<file path="config.mk">
export PLATFORM = sky130hd
export DESIGN_NAME = dps_polar_select
export DESIGN_NICKNAME = d
export VERILOG_FILES = /design/src/dps_pkg.sv /design/src/dps_cvt_filter.sv /design/src/dps_polar_select.sv
export SDC_FILE = /design/constraint.sdc
export NUM_CORES = 2
export LEC_CHECK = 0
export BUFFER_PORTS_ARGS = -buffer_cell sky130_fd_sc_hd__clkbuf_2
export CORE_AREA = 8 8 222 224
export DETAILED_ROUTE_END_ITERATION = 7
export DIE_AREA = 0 0 230 232
export HOLD_SLACK_MARGIN = 0.06
export MAX_ROUTING_LAYER = met4
export PLACE_DENSITY_LB_ADDON = 0.08
export SLEW_MARGIN = 25
export SYNTH_ARGS = -nofsm -noshare
export SYNTH_HDL_FRONTEND = slang
export SYNTH_SLANG_ARGS = --single-unit
</file>
<file path="constraint.sdc">
create_clock -name sys_clk -period 11.67 [get_ports sys_clk]
set_input_delay 1.167 -clock sys_clk [delete_from_list [all_inputs] [get_ports sys_clk]]
set_output_delay 1.167 -clock sys_clk [all_outputs]
set_load 0.1 [all_outputs]
</file>
<file path="src/dps_pkg.sv">
package dps_pkg;
    // Power-system cycle based timing
    localparam logic [4:0]  MEM_DUR_MIN     = 5'h05;
    localparam logic [4:0]  MEM_DUR_MAX     = 5'h19;
    localparam logic [4:0]  MEM_DUR_RST     = 5'h0A;
    localparam logic [2:0]  VALID_CYCLES    = 3'h5;
    // Nominal magnitude scale and percent-of-nominal thresholds
    localparam logic [15:0] MAG_NOM_RST     = 16'h4000;
    localparam int          PCT_VALID       = 80;
    localparam int          PCT_RESTORE     = 10;
    // CVT time constants in 0.01 ms steps
    localparam logic [9:0]  CVT_TC_MIN      = 10'h019;
    localparam logic [9:0]  CVT_TC_MAX      = 10'h3E8;
    localparam logic [9:0]  CVT_TC_RST      = 10'h064;
    localparam logic [1:0]  SRC_LINE        = 2'h0;
    localparam logic [1:0]  SRC_BKR1        = 2'h1;
    localparam logic [1:0]  SRC_BKR2        = 2'h2;
    localparam int          NUM_ZONES       = 10;

    typedef struct packed {
        logic [15:0] re;
        logic [15:0] im;
    } dps_phasor_s;

    typedef struct packed {
        dps_phasor_s v1;
        dps_phasor_s i1;
        logic [15:0] mag;
    } dps_src_s;

    typedef struct packed {
        logic [9:0] first;
        logic [9:0] second;
        logic [9:0] third;
    } dps_cvt_s;

    typedef enum logic [1:0] {
        ST_IDLE  = 2'b00,
        ST_VALID = 2'b01,
        ST_HOLD  = 2'b10,
        ST_CHECK = 2'b11
    } dps_mem_e;
endpackage

</file>
<file path="src/dps_cvt_filter.sv">
`timescale 1ns/100ps
`default_nettype none
// First-order correction stand-in for CVT transient removal
module dps_cvt_filter (
    input  wire logic               sys_clk,
    input  wire logic               nrst,
    input  wire logic               enable,
    input  wire logic               sampleStb,
    input  wire dps_pkg::dps_cvt_s  tc,
    input  wire dps_pkg::dps_phasor_s vIn,
    output dps_pkg::dps_phasor_s    vOut
);
    dps_pkg::dps_phasor_s prev_ff;
    dps_pkg::dps_phasor_s vOut_ff;

    function automatic logic [15:0] corr(input logic [15:0] x, input logic [15:0] p, input logic [9:0] t);
        logic [25:0] d;
        d = 26'($signed(x) - $signed(p)) * 26'(t);
        return 16'(x + 16'(d >>> 10));
    endfunction

    always_ff @(posedge sys_clk or negedge nrst) begin
        if (!nrst) begin
            prev_ff <= '0;
        end else if (sampleStb) begin
            prev_ff <= vIn;
        end
    end

    always_ff @(posedge sys_clk or negedge nrst) begin
        if (!nrst) begin
            vOut_ff <= '0;
        end else if (!enable) begin
            vOut_ff <= vIn;
        end else if (sampleStb) begin
            // Mean of first and third keeps the weight inside ten bits
            vOut_ff.re <= corr(vIn.re, prev_ff.re, 10'((11'(tc.first) + 11'(tc.third)) >> 1));
            vOut_ff.im <= corr(vIn.im, prev_ff.im, tc.second);
        end
    end

    assign vOut = vOut_ff;
endmodule
`default_nettype wire

</file>
<file path="src/dps_polar_select.sv">
`timescale 1ns/100ps
`default_nettype none
// How it works
// - One of three sources feeds all zones
// - Polarizing output is memory or measured V1
// - Memory voltage also feeds directional supervision
// - Memory hold 5 to 25 cycles, default 10
// - After hold, above 10% uses measured
// - Memory valid after five cycles above 80%
// - Memory frozen at fault start while used
// - Force-self selects measured voltage always
// - Force-memory selects memory regardless of magnitude
// - Both forces low follow normal logic
// - Force-self wins over force-memory
// - Enable setting inserts CVT filter, reset off
// - Time constants 0.25 to 10 ms, default 1
// - One setting set serves all ten zones
module dps_polar_select (
    input  wire logic                  sys_clk,
    input  wire logic                  nrst,
    input  wire logic                  cycleStb,
    input  wire dps_pkg::dps_src_s     srcLine,
    input  wire dps_pkg::dps_src_s     srcBkr1,
    input  wire dps_pkg::dps_src_s     srcBkr2,
    input  wire logic [1:0]            srcSel,
    input  wire logic [15:0]           vNominal,
    input  wire logic [4:0]            memDuration,
    input  wire logic                  forceSelf,
    input  wire logic                  forceMemory,
    input  wire logic                  cvtEnable,
    input  wire dps_pkg::dps_cvt_s     cvtTc,
    output dps_pkg::dps_phasor_s       polarV,
    output dps_pkg::dps_phasor_s       dirMemV,
    output dps_pkg::dps_phasor_s       zoneI,
    output logic                       memInUse,
    output logic                       memValid
);
    // ****************************************
    // Settings capture
    // ****************************************
    logic [4:0]        memDur_ff;
    logic [1:0]        srcSel_ff;
    logic              cvtEn_ff;
    dps_pkg::dps_cvt_s cvtTc_ff;

    function automatic logic [4:0] clampDur(input logic [4:0] d);
        if (d < dps_pkg::MEM_DUR_MIN) return dps_pkg::MEM_DUR_MIN;
        if (d > dps_pkg::MEM_DUR_MAX) return dps_pkg::MEM_DUR_MAX;
        return d;
    endfunction

    function automatic logic [9:0] clampTc(input logic [9:0] t);
        if (t < dps_pkg::CVT_TC_MIN) return dps_pkg::CVT_TC_MIN;
        if (t > dps_pkg::CVT_TC_MAX) return dps_pkg::CVT_TC_MAX;
        return t;
    endfunction

    // Settings are one shared set for all zones, so a single copy
    // shared zone settings
    always_ff @(posedge sys_clk or negedge nrst) begin
        if (!nrst) begin
            memDur_ff       <= dps_pkg::MEM_DUR_RST;
            srcSel_ff       <= dps_pkg::SRC_LINE;
            cvtEn_ff        <= 1'b0;
            cvtTc_ff.first  <= dps_pkg::CVT_TC_RST;
            cvtTc_ff.second <= dps_pkg::CVT_TC_RST;
            cvtTc_ff.third  <= dps_pkg::CVT_TC_RST;
        end else begin
            memDur_ff       <= clampDur(memDuration);
            srcSel_ff       <= (srcSel > dps_pkg::SRC_BKR2) ? dps_pkg::SRC_LINE : srcSel;
            cvtEn_ff        <= cvtEnable;
            cvtTc_ff.first  <= clampTc(cvtTc.first);
            cvtTc_ff.second <= clampTc(cvtTc.second);
            cvtTc_ff.third  <= clampTc(cvtTc.third);
        end
    end

    // ****************************************
    // Source selection and filter
    // ****************************************
    dps_pkg::dps_src_s src;
    dps_pkg::dps_phasor_s vFilt;

    always_comb begin
        case (srcSel_ff)
            dps_pkg::SRC_BKR1: src = srcBkr1;
            dps_pkg::SRC_BKR2: src = srcBkr2;
            default:           src = srcLine;
        endcase
    end

    dps_cvt_filter u_cvt (
        .sys_clk   (sys_clk),
        .nrst      (nrst),
        .enable    (cvtEn_ff),
        .sampleStb (cycleStb),
        .tc        (cvtTc_ff),
        .vIn       (src.v1),
        .vOut      (vFilt)
    );

    // ****************************************
    // Magnitude thresholds
    // ****************************************
    logic [22:0] magScaled;
    logic [22:0] nomValid;
    logic [22:0] nomRestore;
    logic        aboveValid;
    logic        aboveRestore;
    assign magScaled    = 23'(src.mag) * 23'd100;
    assign nomValid     = 23'(vNominal) * 23'(dps_pkg::PCT_VALID);
    assign nomRestore   = 23'(vNominal) * 23'(dps_pkg::PCT_RESTORE);
    assign aboveValid   = magScaled > nomValid;
    assign aboveRestore = magScaled > nomRestore;

    // ****************************************
    // Memory state machine
    // ****************************************
    dps_pkg::dps_mem_e state_ff;
    dps_pkg::dps_mem_e nxt_state;
    logic [2:0]        validCnt_ff;
    logic [4:0]        holdCnt_ff;

    always_ff @(posedge sys_clk or negedge nrst) begin
        if (!nrst) begin
            validCnt_ff <= 3'h0;
        end else if (!aboveValid) begin
            validCnt_ff <= 3'h0;
        end else if (cycleStb && validCnt_ff < dps_pkg::VALID_CYCLES) begin
            validCnt_ff <= validCnt_ff + 3'h1;
        end
    end

    always_comb begin
        nxt_state = state_ff;
        case (state_ff)
            dps_pkg::ST_IDLE:  if (validCnt_ff == dps_pkg::VALID_CYCLES) nxt_state = dps_pkg::ST_VALID;
            dps_pkg::ST_VALID: if (!aboveValid) nxt_state = dps_pkg::ST_HOLD;
            dps_pkg::ST_HOLD:  if (holdCnt_ff >= memDur_ff) nxt_state = dps_pkg::ST_CHECK;
            dps_pkg::ST_CHECK: if (aboveRestore) nxt_state = dps_pkg::ST_IDLE;
            default:           nxt_state = dps_pkg::ST_IDLE;
        endcase
    end

    always_ff @(posedge sys_clk or negedge nrst) begin
        if (!nrst) begin
            state_ff <= dps_pkg::ST_IDLE;
        end else begin
            state_ff <= nxt_state;
        end
    end

    always_ff @(posedge sys_clk or negedge nrst) begin
        if (!nrst) begin
            holdCnt_ff <= 5'h00;
        end else if (state_ff != dps_pkg::ST_HOLD) begin
            holdCnt_ff <= 5'h00;
        end else if (cycleStb && holdCnt_ff < memDur_ff) begin
            holdCnt_ff <= holdCnt_ff + 5'h01;
        end
    end

    // ****************************************
    // Memory voltage
    // ****************************************
    dps_pkg::dps_phasor_s memV_ff;

    // track while healthy, freeze on fault
    always_ff @(posedge sys_clk or negedge nrst) begin
        if (!nrst) begin
            memV_ff <= '0;
        end else if (state_ff == dps_pkg::ST_VALID && aboveValid) begin
            memV_ff <= vFilt;
        end
    end

    // ****************************************
    // Polarization select
    // ****************************************
    logic useMem;
    always_comb begin
        if (forceSelf) begin
            useMem = 1'b0;
        end else if (forceMemory) begin
            useMem = 1'b1;
        end else begin
            useMem = (state_ff == dps_pkg::ST_HOLD) || (state_ff == dps_pkg::ST_CHECK);
        end
    end

    dps_pkg::dps_phasor_s polarV_ff;
    dps_pkg::dps_phasor_s dirMemV_ff;
    dps_pkg::dps_phasor_s zoneI_ff;
    logic                 memInUse_ff;
    logic                 memValid_ff;

    always_ff @(posedge sys_clk or negedge nrst) begin
        if (!nrst) begin
            polarV_ff   <= '0;
            dirMemV_ff  <= '0;
            zoneI_ff    <= '0;
            memInUse_ff <= 1'b0;
            memValid_ff <= 1'b0;
        end else begin
            polarV_ff   <= useMem ? memV_ff : vFilt;
            dirMemV_ff  <= memV_ff;
            zoneI_ff    <= src.i1;
            memInUse_ff <= useMem;
            memValid_ff <= (state_ff != dps_pkg::ST_IDLE);
        end
    end

    assign polarV   = polarV_ff;
    assign dirMemV  = dirMemV_ff;
    assign zoneI    = zoneI_ff;
    assign memInUse = memInUse_ff;
    assign memValid = memValid_ff;
endmodule
`default_nettype wire

</file>
After elaboration in Yosys (flattened, before gate mapping)

Cells that the tools add are included.

Output and inout port bits: 98
Flip-flop bits (word level): 242
Logic and storage cells: 114

Eq/ne operators: 13
Muxes and demuxes: 44
$mul: 5
Add/sub/neg operators: 7
Reduce and logical (&&, ||, !) cells: 8
$lt $le $gt $ge: 14

Operators with widths:

| cell                  | number |
|---|---|
| $pmux 80 s2           | 1 |
| $mux 10               | 12 |
| $mux 32               | 3 |
| $mul 26x10->26        | 2 |
| $mul 16x3->19 const B | 2 |
| $sub 16x16->17        | 2 |
| $add 16x16->16        | 2 |
| $gt 10x10->1 const B  | 3 |
| $lt 10x5->1 const B   | 3 |
| $mux 5                | 6 |
| $gt 23x20->1          | 1 |
| $gt 23x23->1          | 1 |
| $mul 16x5->21 const B | 1 |
| $mux 1                | 14 |
| $ne 2x2->1 const B    | 6 |
| $add 10x10->11        | 1 |
| $mux 2                | 5 |
| $pmux 2 s4            | 1 |
| $eq 2x2->1 const B    | 3 |
| $mux 3                | 2 |
| $add 5x1->5 const B   | 1 |
| $ge 5x5->1            | 1 |
| $gt 5x5->1 const B    | 1 |
| $lt 5x3->1 const B    | 1 |
| other kinds (12)      | 16 |

Longest topological paths before layout

Depth after elaboration: 7
Mapped depth: 49

Modules after synthesis

From an unflattened synthesis, not the netlist that was laid out.

Cell total of the unflattened synthesis: 3003
Area total of the unflattened synthesis: 27675.3 µm²

By module, submodules not included:

| module           | cells each | area an instance (µm²) | instances | seq. area each (µm²) |
|---|---|---|---|---|
| dps_cvt_filter   | 1961       | 16995.0                | 1         | 1601.5 |
| dps_polar_select | 1042       | 10680.2                | 1         | 4468.0 |

Worst setup path after synthesis

OpenSTA, ideal clock, no wires.

Kind: in2reg
Start point: input port srcBkr2[49] (netlist name)
End point: register u_cvt.vOut_ff (netlist bit u_cvt.vOut[15])
Data required time: 11525 ps
Setup slack: 1579 ps
Buffers on the path: 0
Stages on the path: 41
Data arrival time: 9945 ps
Cell sequence: a22oi_1 > o21ai_0 > ha_1 > nor2b_1 > o21ai_0 > a21boi_0 > o21ai_0 > a21boi_0 > o21ai_0 > nor2b_1 > xnor2_1 > nand2_1 > fa_1 > inv_1 > fa_1 > inv_1 > fa_1 > inv_1 > [5 not listed] > o21a_1 > o2111ai_1 > a211oi_1 > o211ai_1 > a211oi_1 > a31oi_1 > a21boi_0 > o21a_1 > nor2_1 > xnor2_1 > ha_1 > and3_1 > a211oi_1 > a21oi_1 > xnor3_1 > xor2_1 > mux2i_1 > o221ai_1

RTL lines:

| what                   | line                   | source |
|---|---|---|
| start: declaration     | dps_polar_select.sv:24 | `input wire dps_pkg::dps_src_s srcBkr2,` |
| end signal: assignment | dps_cvt_filter.sv:34   | `vOut_ff <= vIn;` |
| end: declaration       | dps_cvt_filter.sv:14   | `dps_pkg::dps_phasor_s vOut_ff;` |

==> run_results.csv <==
group,metric,value,unit
placement,portBuffers,396,
setup_path,crit_path_max_fanout,20,
detailed_routing,firstDrtPassIters,6,
logic_synthesis,synthCells,2972,
layout,synthToLayoutAreaGrowth,14.3,%
setup_path,max_stage_delay,550,ps
sta,slew_violations,0,
detailed_routing,first_iter_violations,1415,
detailed_routing,wl_met3,4810,um
detailed_routing,drcViolationCount,0,
clocking,cts_sinks,242,
setup_path,worst_setup_path_end_kind,"flop",
clocking,cts_made_buffers,28,
clocking,cts_root_buf,"clkbuf_16",
logic_synthesis,syn_nets,3849,
logic_synthesis,avgSynthCellArea,9.10,um2
sta,skew,40.3,ps
layout,layout.nets,4224,
die,core_area,0.0459,mm2
detailed_routing,wl_met2,35200,um
detailed_routing,drt-total-wl,76700,um
detailed_routing,vias,22300,
logic_synthesis,yosysWarnings,0,
sta,setup_viol,0,
die,die_y,232,um
setup_path,worst_setup_path_start_kind,"flop",
placement,dp_hpwl,62400,um
sta,worst_slew_pin_slew,1100,ps
sta,hold_viol_final,0,
die,dieWidth,230,um
global_route,grt_max_degree,115,
worst_hold_path,hp-class,"reg -> reg",
layout,design_area,0.0309,mm2
detailed_routing,ant_nets,0,
setup_path,cpMostUsedCell,"o21ai_0",
placement,place_area,0.0299,mm2
logic_synthesis,ys_seq_area_frac,0.224,
clocking,clk-insertion-delay-late,590,ps
clocking,postCtsHoldBufs,0,
die,pin_count,397,
setup_path,required,12190,ps
sta,max_freq,0.0909,GHz
die,die_area,0.0534,mm2
sta,finalCritPeriodShare,0.943,
die,initial_core_util,0.590,
detailed_routing,routed_via_density,5.62,
layout,antennaDiodeCount,0,
sta,min_period,11000,ps
layout,drive_above_1_share,0.182,
global_route,grt_antenna_before_repair,0,
logic_synthesis,synthesis.area,0.0271,mm2
setup_path,crit_slowest_cell,"fa_1",
detailed_routing,wl_per_cell,19.3,um
setup_path,critPathKind,"reg -> reg",
logic_synthesis,ys_types,78,
logic_synthesis,synthArstFlopShare,1.00,
layout,final_cell_mix,"inv_1, clkbuf_2, nand2_1",
setup_path,crit_arrival,11530,ps
logic_synthesis,synth_flop_cell,"dfrtp_1",
clocking,cts_tree,"built",
logic_synthesis,ys_ff_latch,242,
clocking,cts_buffer_depth,3,
global_route,grt-ovfl-total,0,
die,rows,79,
status,status,"complete, no violations",
detailed_routing,routedLengthMet1,35300,um
detailed_routing,top_layer,"met4",
layout,final_common_cell,"inv_1",
global_route,grt_use_total,0.292,
clocking,clk_pin_slew,60,ps
flow_run,drv_cap,0,
global_route,grt_pass1_vias,23000,
clocking,h-tree-depth,1,
sta,relSlewSlack,0.262,
logic_synthesis,synth_edf_count,0,
global_route,grt_pass1_wl,123000,um
placement,gp_congestion,0.975,
[timing repair]
action / 4_1_cts / 5_1_grt
setup buffers: 0 / 2
gates resized for setup: 0 / 3
setup endpoints to repair: 0 / 5
[sequential cells by signal, summed over array words and instances, names as in the netlist]
| signal | count |
|---|---|
| srcSel_ff | 2 |
| polarV | 32 |
| validCnt_ff | 3 |
| dirMemV | 32 |
| state_ff | 2 |
| holdCnt_ff | 5 |
| memDur_ff | 5 |
| memV_ff | 32 |
| u_cvt.vOut | 32 |
| zoneI | 32 |
| cvtEn_ff | 1 |
| memValid | 1 |
| u_cvt.prev_ff | 32 |
| cvtTc_ff | 30 |
| memInUse | 1 |
[cell type report]
class / count / area [um2]
well taps: 607 / 759
flip-flops and latches: 242 / 6070
fillers: 3802 / 14900
repair buffers: 453 / 2450
clock buffers: 35 / 767
clock inverters: 16 / 225
inverters: 459 / 1720
multi-input cells: 2163 / 18900
[critical path: cells and delay by family (launching register included)]
| kind | cells | cell delay [ps] |
|---|---|---|
| adders and majority gates | 9 | 3870 |
| AOI/OAI and AO/OA | 16 | 3750 |
| and+or+nand+nor | 11 | 1580 |
| buffers and inverters | 6 | 700 |
| xor gates and xnor gates | 2 | 670 |
| DFF | 1 | 390 |
[path summary, 6_finish.rpt]
check | slack (ps) | end | start | cells after the start
worst max-delay path | 670 | u_cvt.vOut[31] | srcSel_ff[0] | 44
worst min-delay path | 390 | dirMemV[1] | memV_ff[1] | 0
worst max register to register | 670 | u_cvt.vOut[31] | srcSel_ff[0] | 44
worst min register to register | 390 | dirMemV[1] | memV_ff[1] | 0
max in group asynchronous | 9450 | polarV[7] | nrst | 2
min in group asynchronous | 660 | zoneI[1] | nrst | 1
[per-stage QoR]
step	hold slack (ps)	setup TNS, ps	util	setup slack, ps	std cells
after global placement	371	0	0.651	620	3922
after detailed placement	378	0	0.651	351	3922
after global routing	402	-13.0	0.674	-13.0	3975
after floorplan	364	0	-	1580	2972
final	388	0	0.674	665	3975
after CTS	389	0	0.673	534	3973
[layer usage]
metal	vias to the layer above	global-route usage
met5	-	-
met4	0	0.0499
met3	92	0.0428
met2	667	0.461
met1	11100	0.404
li1	10500	-
[cell families (layout without fill, tap and decap cells)]
family,Yosys count,count (layout),share of synthesized area
muxes,93,93,0.0375
and+or+nand+nor,840,840,0.142
xor gates and xnor gates,126,126,0.0435
adders and majority gates,579,579,0.351
buffers and inverters,567,963,0.0787
DFF,242,242,0.224
AOI/OAI and AO/OA,525,525,0.123
[synthesized netlist by cell type (41+ instances only)]
master,instances,share of area
a21oi_1,107,0.020
a22oi_1,81,0.022
and2_1,86,0.020
clkbuf_1,98,0.014
dfrtp_1,231,0.21
fa_1,299,0.22
ha_1,279,0.13
inv_1,458,0.064
mux2_2,67,0.028
nand2_1,331,0.046
nor2_1,207,0.029
nor2b_1,41,0.0095
o21ai_0,171,0.032
xnor2_1,92,0.030
Power is left out: the tool's default activity adds up to more than one toggle a clock period on the data nets, which glitch-free logic cannot reach.
